### src/pd_aeq_pkg.sv
// Constants for the pin pull-down and equalizer wait register slice.
// Assumes register access arrives already decoded from the serial bus.
`default_nettype none
package pd_aeq_pkg;
  localparam int ADDR_W = 8;
  localparam int DATA_W = 8;
  localparam int PIN_COUNT = 8;
  localparam int WAIT_W = 23;
  localparam int CLK_PERIOD_NS = 5;

  // Register offsets
  localparam logic [7:0] PIN_PULLDOWN_DISABLE_OFS = 8'hbe;
  localparam logic [7:0] PORT_DEBUG_STATUS_OFS = 8'hd0;
  localparam logic [7:0] EQUALIZER_TEST_CONTROL_OFS = 8'hd2;

  // Field positions
  localparam int REMOTE_SELFTEST_BIT = 5;
  localparam int DEBUG_SPARE_HI_BIT = 6;
  localparam int STEP_WAIT_LSB = 5;
  localparam int STEP_WAIT_W = 3;

  // Reset values and debug write mask
  localparam logic [7:0] PULLDOWN_DISABLE_RST = 8'h00;
  localparam logic [7:0] PORT_DEBUG_RST = 8'h00;
  localparam logic [2:0] STEP_WAIT_RST = 3'h4;
  localparam logic [7:0] DEBUG_WRITE_MASK = 8'h5f;

  // Equalizer wait times in ns, one per code
  localparam longint STEP_WAIT_NS [8] = '{
    164000, 328000, 655000, 1310000,
    2620000, 5240000, 10500000, 21000000
  };

  // Each wait rounds up to whole cycles
  function automatic logic [WAIT_W-1:0] wait_cycles(input int code);
    longint cyc;
    cyc = (STEP_WAIT_NS[code] + CLK_PERIOD_NS - 1) / CLK_PERIOD_NS;
    return cyc[WAIT_W-1:0];
  endfunction

  localparam logic [7:0][WAIT_W-1:0] STEP_WAIT_CYCLES = {
    wait_cycles(7), wait_cycles(6), wait_cycles(5), wait_cycles(4),
    wait_cycles(3), wait_cycles(2), wait_cycles(1), wait_cycles(0)
  };
endpackage
`default_nettype wire

### src/eq_step_timer.sv
// Wait timer pacing the adaptive equalizer between settings.
// Assumes search_in stays high while the receiver hunts for lock.
`timescale 1ns/1ps
`default_nettype none
module eq_step_timer #(
  parameter int WAIT_W = 23
) (
  // Clock and reset
  input wire logic clk_sys_in,
  input wire logic nrst_in,
  // Control
  input wire logic search_in,
  input wire logic [WAIT_W-1:0] wait_cycles_in,
  // Result
  output logic step_out
);
  logic [WAIT_W-1:0] count;
  wire logic at_limit;

  // Compare with >= so a shortened setting mid-wait still ends it
  assign at_limit = (count + WAIT_W'(1)) >= wait_cycles_in;

  always_ff @(posedge clk_sys_in or negedge nrst_in) begin
    if (!nrst_in) begin
      count <= '0;
      step_out <= 1'b0;
    end else if (!search_in) begin
      count <= '0;
      step_out <= 1'b0;
    end else if (at_limit) begin
      count <= '0;
      step_out <= 1'b1;
    end else begin
      count <= count + WAIT_W'(1);
      step_out <= 1'b0;
    end
  end

  // Helper: cycles of search since the last step or start
  logic [WAIT_W-1:0] elapsed;
  always_ff @(posedge clk_sys_in or negedge nrst_in) begin
    if (!nrst_in) begin
      elapsed <= '0;
    end else if (!search_in || step_out) begin
      elapsed <= search_in ? WAIT_W'(1) : '0;
    end else begin
      elapsed <= elapsed + WAIT_W'(1);
    end
  end
endmodule
`default_nettype wire

### src/gpio_pulldown_aeq_cfg.sv
// Pull-down control, remote self-test flag and equalizer wait register.
// Assumes a decoded register port from the serial control bus slave.
`timescale 1ns/1ps
`default_nettype none
module gpio_pulldown_aeq_cfg #(
  parameter logic [7:0][pd_aeq_pkg::WAIT_W-1:0] STEP_WAIT_CYCLES =
    pd_aeq_pkg::STEP_WAIT_CYCLES
) (
  // Clock and reset
  input wire logic clk_sys_in,
  input wire logic nrst_in,
  // Register port
  input wire logic reg_wr_in,
  input wire logic reg_rd_in,
  input wire logic [pd_aeq_pkg::ADDR_W-1:0] reg_addr_in,
  input wire logic [pd_aeq_pkg::DATA_W-1:0] reg_wdata_in,
  output logic [pd_aeq_pkg::DATA_W-1:0] reg_rdata_out,
  output logic reg_rvalid_out,
  // Pins
  input wire logic [pd_aeq_pkg::PIN_COUNT-1:0] pin_output_mode_in,
  output logic [pd_aeq_pkg::PIN_COUNT-1:0] pin_pulldown_en_out,
  // Link and equalizer
  input wire logic remote_selftest_in,
  input wire logic eq_search_in,
  output logic eq_step_out
);
  import pd_aeq_pkg::*;

  logic [7:0] pin_pulldown_disable;
  logic [7:0] port_debug_spare;
  logic remote_selftest_active;
  logic [2:0] equalizer_step_wait;

  wire logic hit_pd;
  wire logic hit_dbg;
  wire logic hit_eq;
  wire logic [7:0] port_debug_status;
  wire logic [7:0] eq_test_read;
  wire logic [7:0] read_mux;
  wire logic [WAIT_W-1:0] wait_now;

  assign hit_pd = reg_addr_in == PIN_PULLDOWN_DISABLE_OFS;
  assign hit_dbg = reg_addr_in == PORT_DEBUG_STATUS_OFS;
  assign hit_eq = reg_addr_in == EQUALIZER_TEST_CONTROL_OFS;

  // Bit 7 reads zero, bit 5 is status, the rest are spare storage
  assign port_debug_status = (port_debug_spare & DEBUG_WRITE_MASK) |
    (8'(remote_selftest_active) << REMOTE_SELFTEST_BIT);
  // Other equalizer test fields live elsewhere and read zero here
  assign eq_test_read = 8'(equalizer_step_wait) << STEP_WAIT_LSB;
  assign read_mux = hit_pd ? pin_pulldown_disable :
    hit_dbg ? port_debug_status :
    hit_eq ? eq_test_read : 8'h00;

  // Pull-down only where the pin is not driving and not disabled
  assign pin_pulldown_en_out =
    ~pin_output_mode_in & ~pin_pulldown_disable;

  assign wait_now = STEP_WAIT_CYCLES[equalizer_step_wait];

  always_ff @(posedge clk_sys_in or negedge nrst_in) begin
    if (!nrst_in) begin
      pin_pulldown_disable <= PULLDOWN_DISABLE_RST;
      port_debug_spare <= PORT_DEBUG_RST;
      equalizer_step_wait <= STEP_WAIT_RST;
    end else if (reg_wr_in) begin
      if (hit_pd) begin
        pin_pulldown_disable <= reg_wdata_in;
      end
      if (hit_dbg) begin
        port_debug_spare <= reg_wdata_in & DEBUG_WRITE_MASK;
      end
      if (hit_eq) begin
        equalizer_step_wait <=
          reg_wdata_in[STEP_WAIT_LSB +: STEP_WAIT_W];
      end
    end
  end

  // Status follows the link every cycle; software cannot write it
  always_ff @(posedge clk_sys_in or negedge nrst_in) begin
    if (!nrst_in) begin
      remote_selftest_active <= 1'b0;
    end else begin
      remote_selftest_active <= remote_selftest_in;
    end
  end

  always_ff @(posedge clk_sys_in or negedge nrst_in) begin
    if (!nrst_in) begin
      reg_rdata_out <= 8'h00;
      reg_rvalid_out <= 1'b0;
    end else begin
      reg_rvalid_out <= reg_rd_in;
      if (reg_rd_in) begin
        reg_rdata_out <= read_mux;
      end
    end
  end

  eq_step_timer #(
    .WAIT_W(WAIT_W)
  ) u_step_timer (
    .clk_sys_in(clk_sys_in),
    .nrst_in(nrst_in),
    .search_in(eq_search_in),
    .wait_cycles_in(wait_now),
    .step_out(eq_step_out)
  );

  // Helper: has software ever written the pull-down disable and equalizer registers
  logic pd_written;
  logic eq_written;
  always_ff @(posedge clk_sys_in or negedge nrst_in) begin
    if (!nrst_in) begin
      pd_written <= 1'b0;
      eq_written <= 1'b0;
    end else begin
      pd_written <= pd_written | (reg_wr_in & hit_pd);
      eq_written <= eq_written | (reg_wr_in & hit_eq);
    end
  end
endmodule
`default_nettype wire

### config.mk
export PLATFORM = sky130hd
export DESIGN_NAME = gpio_pulldown_aeq_cfg
export DESIGN_NICKNAME = d
export VERILOG_FILES = /design/src/pd_aeq_pkg.sv /design/src/eq_step_timer.sv /design/src/gpio_pulldown_aeq_cfg.sv
export SDC_FILE = /design/constraint.sdc
export NUM_CORES = 1
export LEC_CHECK = 0
export ABC_AREA = 1
export BUFFER_PORTS_ARGS = -buffer_cell sky130_fd_sc_hd__buf_2
export CAP_MARGIN = 20
export CORE_ASPECT_RATIO = 1.4
export CORE_MARGIN = 5
export CORE_UTILIZATION = 30
export DETAILED_ROUTE_END_ITERATION = 8
export GPL_TIMING_DRIVEN = 0
export PLACE_DENSITY_LB_ADDON = 0.05
export SETUP_SLACK_MARGIN = 0.05
export SLEW_MARGIN = 20
export SYNTH_ARGS = -nofsm -noshare
export SYNTH_HDL_FRONTEND = slang
export SYNTH_SLANG_ARGS = --single-unit
### constraint.sdc
create_clock -name clk_sys_in -period 3.2 [get_ports clk_sys_in]
set_clock_uncertainty 0.2 [all_clocks]
set_input_delay 0.32 -clock clk_sys_in [delete_from_list [all_inputs] [get_ports clk_sys_in]]
set_output_delay 0.32 -clock clk_sys_in [all_outputs]
set_load 0.01 [all_outputs]
==> results.py, run 1 <==
metrics = {
    "routing": {
        "drtIter0Drc": 67,
        "vias": 2831,
        "dr.pass1.iters": 4,
        "drc": 0,
        "wl_per_cell_microns": 13.6,
        "routed_wirelength_mm": 8.78,
        "drtAntennaViolNets": 0,
        "via_per_inst": 4.38,
    },
    "synth": {
        "yosysWarnings": 0,
        "synth_nets": 487,
        "ys_ff_latch": 51,
        "syn-cell-area_sq_mm": 0.00341,
        "syn_inst": 429,
        "synth-seq-area-share_pct": 37.5,
        "synthTopCellsByArea": "dfrtp_1 (37%), nand2_1 (12%), ha_1 (10%)",
        "ys.flop_type": "dfrtp_1",
        "synth_top_area_share_pct": 36.7,
        "synth_cell_types": 39,
        "async_flop_share_pct": 100,
        "synth-edff-count": 0,
        "yosysTopAreaCell": "dfrtp_1",
        "syn-mean-instance-area_sq_um": 7.94,
    },
    "finish": {
        "area_delta_synth_final_pct": 25.4,
        "post-route-util_pct": 38.1,
        "drive_above_1_share_pct": 25.8,
        "num_antenna_cells": 0,
        "layout.nets": 560,
        "design_area_sq_mm": 0.00427,
    },
    "worst_setup_path": {
        "end_kind": "register",
        "rr_startpoint": "u_step_timer.count[0]",
        "reg2reg_slack_ns": 0.12,
        "cp-endpoint": "u_step_timer.count[15]",
        "reg2reg_depth": 23,
        "crit_path_cell_trace": "ha_2 > nand2_4 > nor2_4 > nand2_4 > inv_4 > nand2_4 > nor2_4 > xor2_2 > ha_1 > nand2_2 > inv_2 > nand2_4 > nor2_4 > buf_4 > nand4_1 > nand2_1 > nor2_1 > nand2_1 > nand2_2 > nand2_4 > buf_12 > buf_12 > nor2_2",
        "crit_type": "register to register",
        "cpMostUsedCell": "nand2_4",
        "crit_start": "u_step_timer.count[0]",
        "path_max_fanout": 5,
        "max_stage_delay_ns": 0.38,
        "r2r_end": "u_step_timer.count[15]",
        "critPathArrivalTime_ns": 3.11,
        "startpoint_type": "register",
        "required_ns": 3.23,
        "slowest_stage": "dfrtp_1",
    },
    "status": {
        "status": "complete, no violations",
    },
    "timing": {
        "drv_slew": 0,
        "post-route-period-util_pct": 96.1,
        "rsz0062_at_grt": "true",
        "worst_pin_slew_ns": 0.698,
        "holdWs_ns": 0.0459,
        "final.min_clock_period_ns": 3.08,
        "setup_viol": 0,
        "fmax_mhz": 325,
        "hold_violations": 0,
        "maxSlewHeadroom_pct": 53.4,
    },
    "placed_design": {
        "placed_area_sq_mm": 0.00382,
        "gp_routability_congestion": 0.777,
        "port_buffers": 47,
        "post-dp-hpwl_mm": 6.74,
    },
    "clocking": {
        "cts_buffers": 5,
        "cts.clk_slew.worst_paths_ns": 0.08,
        "htreeDepth": 2,
        "clk_latency_ns": 0.29,
        "cts_root_buffer": "clkbuf_16",
        "clockBufferDepth": 2,
        "cts.sinks": 51,
        "cts_tree": "built",
    },
    "pwr": {
        "p_leak_nw": 2.20,
        "ir_drop_mv": 0.196,
        "power_density_mw_per_mm2": 336,
    },
    "floorplanning": {
        "core-area_sq_mm": 0.0112,
        "num_rows": 46,
        "io_pins": 48,
        "die_w_microns": 100,
        "fp.dieH_microns": 136,
        "start_util_pct": 30.4,
        "die_area_sq_mm": 0.0136,
    },
    "grt": {
        "antenna_found_initial": 0,
        "grt_overflow_total": 0,
        "grt_util_all_layers_pct": 13.9,
        "grt_pass1_vias": 3048,
        "grt_pass1_wl_mm": 14.8,
        "grt_max_degree": 52,
    },
    "run": {
        "maxCapViolCount": 0,
    },
    "hold_path": {
        "hold_depth": 3,
        "hp-class": "input pin to register",
        "worstHoldStart": "reg_wdata_in[2]",
    },
}
worst min path at each step:
stage	to	slack, ns
2_1_floorplan	equalizer_step_wait[0]	-0.18
3_3_place_gp	remote_selftest_active	0.23
3_5_place_dp	reg_rvalid_out	0.23
4_1_cts	port_debug_spare[2]	0.04
5_1_grt	port_debug_spare[4]	0.07
6_report	port_debug_spare[2]	0.05
cells in the mapped netlist, types with 2 or more instances:
cell type and instances:
a21oi_1 15, clkbuf_1 5, dfrtp_1 50, ha_1 28, inv_1 66, mux2_2 3
nand2_1 109, nand2_2 4, nand3_1 8, nand4_1 5, nor2_1 44, nor2_2 3
nor2_4 22, nor3_1 7, nor4_1 4, o21ai_0 20, o22ai_1 4, xnor2_1 2
xor2_1 10
final cells by class:
cell class                      instances  area [sq um]
Fill cell                            1210          6950
Multi-Input combinational cell        302          1910
Sequential cell                        51          1280
Timing Repair Buffer                   66           437
Inverter                               68           258
Tap cell                              144           180
Clock buffer                            5           125
Buffer                                  8          63.8
Clock inverter                          3          27.5
critical path: cells and delay by family, from the launching register on:
family / cells / cell delay, ns
xor+xnor: 1 / 0.19
fa+ha+maj: 2 / 0.50
buf+inv: 5 / 0.51
simple gates: 15 / 1.23
flops: 1 / 0.38
routing by layer:
metal / vias up / part of all wire, % / global-route usage (%)
li1: 1478 / - / -
met1: 1306 / 40 / 15.0
met2: 38 / 56 / 27.4
met3: 9 / 2.5 / 2.10
met4: 0 / 1.8 / 3.97
met5: - / 0 / 0
power breakdown:
group / leakage (nW) / switching [W] / internal, W / total [W]
Sequential: 0.636 / 0.0000145 / 0.000665 / 0.000680
Clock: 0.0719 / 0.000270 / 0.000298 / 0.000568
Combinational: 1.49 / 0.000117 / 0.0000728 / 0.000190
logic make-up (layout without fill, tap and decap cells):
group,Yosys count,count (layout),synth area share (%)
flip-flops,51,51,37.5
adder cells (fa/ha/maj),28,28,10.3
multiplexers,3,3,0.991
buffers and inverters,76,150,9.25
AO/OA/AOI/OAI,45,45,7.20
XOR/XNOR,13,13,3.56
AND/OR/NAND/NOR,213,213,31.2
registers in the layout, indices dropped and copies added, names as in the netlist:
register / cells
u_step_timer.step_out: 1
pin_pulldown_disable: 8
port_debug_spare: 6
remote_selftest_active: 1
reg_rvalid_out: 1
reg_rdata_out: 8
u_step_timer.count: 23
equalizer_step_wait: 3
layout by cell type (no fill, tap or decap), drive strengths merged, types with 2 or more instances in the layout:
cell and n:
nand2 114, buf 66, nor4 4, nand3 10, a21oi 15, o22ai 4, xnor2 2, xor2 11
or2 2, inv 69, clkbuf 10, nor3 7, nand4 5, dlygate4sd3 3, nor2 69, ha 28
mux2 3, o21ai 20, dfrtp 50
metrics by stage:
step	cells	setup slack, ns	total power (W)	TNS, ns
floorplan	429	0.386	0.000791	0
global placement	620	-0.0868	0.000867	-1.23
detailed placement	620	-0.0827	0.000868	-1.16
CTS	642	0.0534	0.00146	0
global route	647	-0.0607	0.00152	-0.794
finish	647	0.124	0.00144	0
repair_timing:
action / 4_1_cts / 5_1_grt
endpoints found under the hold margin: 52 / 0
setup buffers: 9 / 6
pin swaps: 5 / 7
gates resized for setup: 12 / 16
hold buffers: 3 / 0
setup endpoints to repair: 20 / 22
cloned: 2 / 0
Note: power is estimated with default switching activity, not from simulation.
==> run 2: changes to the inputs <==
--- a/config.mk
+++ b/config.mk
@@ -6,12 +6,12 @@
 export NUM_CORES = 1
 export LEC_CHECK = 0
 export ABC_AREA = 1
-export BUFFER_PORTS_ARGS = -buffer_cell sky130_fd_sc_hd__buf_2
 export CAP_MARGIN = 20
 export CORE_ASPECT_RATIO = 1.4
 export CORE_MARGIN = 5
 export CORE_UTILIZATION = 30
 export DETAILED_ROUTE_END_ITERATION = 8
+export DONT_BUFFER_PORTS = 1
 export GPL_TIMING_DRIVEN = 0
 export PLACE_DENSITY_LB_ADDON = 0.05
 export SETUP_SLACK_MARGIN = 0.05
==> run 2 against run 1 <==
  * Worst hold slack better by 0.021 ns
  * First-iteration DRC count is 28% higher
  * Power is 6.5% higher
  * Routed wire length is 2.4% higher
  * Combinational power is 4% lower
  * Die area stayed put
  * Global-route usage is 0.23 points higher
  * Sequential power hardly changed
  * Sequential share of layout area is 0.29 points higher
  * Clock power is 17% higher
  * Register-to-register slack worse by 0.03 ns
==> results.py, run 2 (synthesis gave the netlist of run 1 again) <==
metrics = {
    "routing": {
        "drtIter0Drc": 86,
        "drc": 0,
        "wl_per_cell_microns": 14.7,
        "routed_wirelength_mm": 8.99,
        "via_per_inst": 4.46,
        "vias": 2733,
        "dr.pass1.iters": 4,
        "drtAntennaViolNets": 0,
    },
    "floorplanning": {
        "die_w_microns": 100,
        "num_rows": 46,
        "io_pins": 48,
        "fp.dieH_microns": 136,
        "die_area_sq_mm": 0.0136,
        "start_util_pct": 30.4,
        "core-area_sq_mm": 0.0112,
    },
    "worst_setup_path": {
        "startpoint_type": "register",
        "reg2reg_slack_ns": 0.1,
        "crit_type": "register to register",
        "cp-endpoint": "u_step_timer.count[2]",
        "reg2reg_depth": 25,
        "crit_start": "u_step_timer.count[0]",
        "end_kind": "register",
        "required_ns": 3.18,
        "path_max_fanout": 5,
        "rr_startpoint": "u_step_timer.count[0]",
        "critPathArrivalTime_ns": 3.09,
        "r2r_end": "u_step_timer.count[2]",
    },
    "finish": {
        "design_area_sq_mm": 0.00423,
        "layout_common_cells": "nand2_1 (105), inv_1 (63), dfrtp_1 (50), nor2_1 (41)",
        "mostFrequentLayoutCell": "nand2_1",
        "area_delta_synth_final_pct": 24.2,
        "top_register": "u_step_timer.count",
        "layout.nets": 526,
        "layout.cells.non_filler": 613,
        "num_antenna_cells": 0,
        "fill_cells": 1198,
        "drive_above_1_share_pct": 19.0,
        "reg_top3": "u_step_timer.count (23), pin_pulldown_disable (8), reg_rdata_out (8)",
        "largest_reg_flops": 23,
    },
    "placed_design": {
        "post-place-cells": 573,
        "place_ws_ns": -0.111,
        "placed_area_sq_mm": 0.00359,
        "port_buffers": 0,
        "gp_routability_congestion": 0.773,
        "post-dp-hpwl_mm": 6.74,
    },
    "pwr": {
        "ir_drop_mv": 0.306,
        "finalPower_w": 0.00153,
        "p_leak_nw": 2.08,
        "power_density_mw_per_mm2": 362,
    },
    "grt": {
        "grt_util_all_layers_pct": 14.1,
        "antenna_found_initial": 0,
        "grt_max_degree": 52,
        "grt_pass1_vias": 2954,
        "grt_overflow_total": 0,
        "grt_pass1_wl_mm": 14.9,
    },
    "timing": {
        "post-route-period-util_pct": 96.9,
        "worst_pin_slew_ns": 0.613,
        "maxSlewHeadroom_pct": 58.7,
        "rsz0062_at_grt": "true",
        "holdWs_ns": 0.0668,
        "drv_slew": 0,
        "setup_viol": 0,
        "fmax_mhz": 322,
        "hold_violations": 0,
        "setup_ws_ns": 0.0979,
        "final.min_clock_period_ns": 3.10,
    },
    "status": {
        "status": "complete, no violations",
    },
    "clocking": {
        "cts_buffers": 5,
        "cts.clk_slew.worst_paths_ns": 0.08,
        "cts_root_buffer": "clkbuf_16",
        "htreeDepth": 2,
        "clockBufferDepth": 2,
        "cts_tree": "built",
        "cts.sinks": 51,
        "clk_latency_ns": 0.30,
    },
    "run": {
        "maxCapViolCount": 0,
    },
    "hold_path": {
        "hp-class": "input pin to register",
    },
}
[run 2: power by group]
group / total (W) / leakage, nW / switching, W / internal [W]
registers: 0.000683 / 0.636 / 0.0000181 / 0.000665
clock network: 0.000666 / 0.0875 / 0.000271 / 0.000395
logic: 0.000183 / 1.35 / 0.000112 / 0.0000709
total: 0.00153 / 2.08 / 0.000401 / 0.00113
[run 2: stage by stage]
step	util [%]	setup TNS (ns)
final	37.7	0
after global routing	37.7	-1.15
after CTS	36.5	0
after detailed placement	32.0	-1.63
after global placement	32.0	-2.00
after floorplan	-	0
[run 2: worst min path at each step]
stage	start	end	cells after the start
6_report	reg_addr_in[2]	reg_rdata_out[7]	3
5_1_grt	reg_addr_in[2]	reg_rdata_out[7]	3
4_1_cts	reg_addr_in[2]	reg_rdata_out[7]	3
3_5_place_dp	nrst_in	reg_rvalid_out	0
3_3_place_gp	nrst_in	reg_rvalid_out	0
2_1_floorplan	nrst_in	equalizer_step_wait[0]	0
[run 2: worst max-delay path, stage by stage (launching register included)]
cell     delay (ns)
dfrtp_1        0.42
ha_4           0.17
nand2_4        0.07
nor2_4         0.15
nand2_4        0.08
inv_4          0.07
nand2_4        0.07
nor2_4         0.11
xor2_1         0.15
inv_1          0.10
ha_4           0.28
nand2_2        0.04
inv_2          0.06
nand2_4        0.05
nor2_4         0.13
nand2_2        0.08
nand3_2        0.06
nand2_1        0.05
nand2_1        0.07
nand2_1        0.04
nand2_1        0.06
nand2_2        0.08
nand2_4        0.11
buf_12         0.12
buf_12         0.13
nor2_4         0.03
[run 2: area by class of cell]
type                            count  area, sq um  area share (%)
Clock buffer                        6          139            3.28
Timing Repair Buffer               32          343            8.10
Inverter                           68          258            6.09
Multi-Input combinational cell    302         1930            45.7
Tap cell                          144          180            4.26
Buffer                              8         63.8            1.51
Clock inverter                      2         38.8           0.916
Sequential cell                    51         1280            30.2
[run 2: repair_timing]
action                                  CTS  global route
setup buffers                            10             8
cloned                                    1             0
pin swaps                                12            14
endpoints found under the setup margin   20            24
gates resized for setup                  15            18
hold buffers                             13             0
hold endpoints to repair                 72             0
[run 2: layer usage]
layer | track usage [%] | vias to the layer above | routed length (microns)
li1 | - | 1411 | -
met1 | 15.0 | 1277 | 3570
met2 | 27.3 | 35 | 5020
met3 | 2.41 | 10 | 241
met4 | 5.17 | 0 | 159
met5 | 0 | - | 0
==> run 3: changes to the inputs <==
--- a/config.mk
+++ b/config.mk
@@ -18,4 +18,5 @@
 export SLEW_MARGIN = 20
 export SYNTH_ARGS = -nofsm -noshare
 export SYNTH_HDL_FRONTEND = slang
+export SYNTH_HIERARCHICAL = 1
 export SYNTH_SLANG_ARGS = --single-unit
==> run 3 against run 2 <==
  * Maximum frequency up 5.2%
  * Sequential power down 1%
  * Core utilization down 2.4 points
  * Register-to-register slack better by 0.15 ns
  * Cell area up 3.1%
==> results.py, run 3 <==
metrics = {
    "floorplanning": {
        "die_w_microns": 105,
        "num_rows": 48,
        "start_util_pct": 30.5,
        "io_pins": 48,
        "core-area_sq_mm": 0.0124,
        "die_area_sq_mm": 0.0150,
        "fp.dieH_microns": 143,
    },
    "timing": {
        "worst_pin_slew_ns": 0.575,
        "setup_viol": 0,
        "hold_violations": 0,
        "final.min_clock_period_ns": 2.95,
        "post-route-period-util_pct": 92.2,
        "maxSlewHeadroom_pct": 61.7,
        "drv_slew": 0,
        "rsz0062_at_grt": "true",
        "fmax_mhz": 339,
    },
    "synth": {
        "synth-edff-count": 0,
        "syn-cell-area_sq_mm": 0.00378,
        "syn_inst": 552,
        "yosysWarnings": 6,
        "synthTopCellsByCount": "nand2_1 (178), inv_1 (78), nor2_1 (78)",
        "yosysTopAreaCell": "dfrtp_1",
        "synth_most_common_cell": "nand2_1",
        "ys_ff_latch": 51,
        "syn-mean-instance-area_sq_um": 6.84,
        "synthTopCellsByArea": "dfrtp_1 (33%), nand2_1 (18%), ha_1 (10%)",
        "synth_cell_types": 32,
        "async_flop_share_pct": 100,
        "synth-seq-area-share_pct": 33.8,
        "ys.flop_type": "dfrtp_1",
        "synth_top_area_share_pct": 33.1,
    },
    "worst_setup_path": {
        "startpoint_type": "register",
        "required_ns": 3.22,
        "crit_type": "register to register",
        "crit_path_cell_trace": "ha_4 > inv_2 > nor2_4 > nand2_2 > nor2_1 > or2_2 > and2_1 > ha_1 > nand2_1 > inv_1 > nand2_1 > nand2_1 > nand2_1 > nand2_1 > nand2_1 > nand4_4 > buf_6 > nor2_1",
        "rr_startpoint": "u_step_timer/count[0]",
        "reg2reg_slack_ns": 0.25,
        "cpMostUsedCell": "nand2_1",
        "slowest_stage": "dfrtp_2",
        "reg2reg_depth": 18,
        "end_kind": "register",
        "path_max_fanout": 10,
        "critPathTopFamily": "simple AND/OR/NAND/NOR gates",
        "path_buf_inv": 3,
        "critPathArrivalTime_ns": 2.97,
        "max_stage_delay_ns": 0.45,
        "r2r_end": "u_step_timer/count[4]",
    },
    "status": {
        "status": "complete, no violations",
    },
    "pwr": {
        "combPwrFrac_pct": 16.4,
        "power.internal_w": 0.00105,
        "p_leak_nw": 2.25,
        "ir_drop_mv": 0.204,
        "pwr-share-clk_pct": 38.5,
        "p_sw_w": 0.000447,
        "p_sw_share_pct": 29.9,
        "seq_power_share_pct": 45.2,
        "power_density_mw_per_mm2": 343,
    },
    "routing": {
        "dr.pass1.iters": 4,
        "via_per_inst": 4.51,
        "routed_wirelength_mm": 10.5,
        "vias": 3294,
        "wl_per_cell_microns": 14.4,
        "drc": 0,
        "drtAntennaViolNets": 0,
        "drtIter0Drc": 104,
    },
    "finish": {
        "fill_cells": 1373,
        "drive_above_1_share_pct": 10.2,
        "reg_top3": "u_step_timer/count (23), pin_pulldown_disable (8), reg_rdata_out (8)",
        "layout.cells.non_filler": 731,
        "num_antenna_cells": 0,
        "layout.nets": 641,
        "top_register": "u_step_timer/count",
        "post-route-util_pct": 35.3,
        "largest_reg_flops": 23,
        "area_delta_synth_final_pct": 15.6,
        "layout_common_cells": "nand2_1 (178), inv_1 (78), nor2_1 (76), dfrtp_1 (48), nand3_1 (35)",
        "mostFrequentLayoutCell": "nand2_1",
    },
    "grt": {
        "grt_pass1_wl_mm": 17.4,
        "antenna_found_initial": 0,
        "grt_max_degree": 52,
        "grt_pass1_vias": 3334,
        "grt_util_all_layers_pct": 14.7,
        "grt_overflow_total": 0,
    },
    "placed_design": {
        "port_buffers": 0,
        "gp_routability_congestion": 0.800,
        "post-place-cells": 705,
        "post-dp-hpwl_mm": 8.37,
    },
    "clocking": {
        "cts_buffers": 5,
        "cts_tree": "built",
        "cts.sinks": 51,
        "htreeDepth": 2,
        "cts.clk_slew.worst_paths_ns": 0.08,
        "clk_latency_ns": 0.30,
        "cts_root_buffer": "clkbuf_16",
        "clockBufferDepth": 2,
    },
    "hold_path": {
        "hold_depth": 3,
        "worstHoldStart": "reg_wr_in",
        "hold_path_end": "pin_pulldown_disable[7]",
        "hp-class": "input pin to register",
    },
    "run": {
        "maxCapViolCount": 0,
    },
}
==> run 3: worst max path at each step <==
stage,from,end,slack (ns),cells past startpoint
6_report,u_step_timer/count[0],u_step_timer/count[4],0.25,18
5_1_grt,u_step_timer/count[4],u_step_timer/count[4],0.05,16
4_1_cts,u_step_timer/count[0],u_step_timer/count[4],0.11,18
3_5_place_dp,u_step_timer/count[0],u_step_timer/count[4],-0.1,15
3_3_place_gp,u_step_timer/count[0],u_step_timer/count[11],-0.09,16
2_1_floorplan,u_step_timer/count[0],u_step_timer/count[10],0.49,16
==> run 3: kinds of logic after synthesis <==
logic type	count (synthesis)	share of synthesized area, %
compound gates	36	4.84
xor+xnor	10	2.72
fa+ha+maj	31	10.3
buf+inv	91	9.54
flops	51	33.8
other cells	1	0.0993
simple gates	332	38.7
==> run 3: area by class of cell <==
type / instances / area [sq um] / area share (%)
multi-input combinational: 413 / 2190 / 50.1
sequential: 51 / 1280 / 29.3
inverter: 83 / 312 / 7.14
tap: 150 / 188 / 4.30
timing repair buffer: 18 / 185 / 4.24
clock buffer: 5 / 125 / 2.87
buffer: 8 / 61.3 / 1.40
clock inverter: 3 / 27.5 / 0.631
==> run 3: power by group through the flow <==
stage	Clock (W)	Combinational, W	Sequential [W]
detailed placement	0	0.000207	0.000690
global placement	0	0.000207	0.000690
CTS	0.000596	0.000244	0.000677
global route	0.000622	0.000287	0.000679
floorplan	0	0.000162	0.000685
finish	0.000576	0.000245	0.000676
==> run 3: worst reg2reg max path, stage by stage (launching register included) <==
cell and delay, ns:
dfrtp_2 0.45, ha_4 0.20, inv_2 0.07, nor2_4 0.05, nand2_2 0.11, nor2_1 0.07, or2_2 0.28, and2_1 0.16
ha_1 0.31, nand2_1 0.13, inv_1 0.05, nand2_1 0.05, nand2_1 0.04, nand2_1 0.05, nand2_1 0.07, nand2_1 0.13
nand4_4 0.16, buf_6 0.20, nor2_1 0.10
==> run 3: routing by layer <==
metal	track usage, %	wire [microns]	vias up
li1	-	-	1749
met1	17.0	4400	1490
met2	28.2	5670	49
met3	2.49	365	6
met4	2.83	76	0
met5	0	0	-
==> run 3: repair_timing <==
item                       in CTS  in global routing
buffers inserted                0                  5
resized for setup               5                  8
setup endpoints to repair      20                 20
hold endpoints to repair       74                  0
hold buffers                   13                  0
pin swaps                       0                  1
==> run 3: stage by stage <==
step	worst slack (ns)	TNS, ns	hold slack [ns]	power (W)	area [sq um]
6_report	0.250	0	0.0908	0.00150	4370
5_1_grt	0.0480	0	0.127	0.00159	4370
4_1_cts	0.112	0	0.103	0.00152	4290
3_5_place_dp	-0.0952	-1.68	-0.174	0.000897	3980
3_3_place_gp	-0.0944	-1.69	-0.174	0.000896	3980
2_1_floorplan	0.489	0	-0.176	0.000847	3790
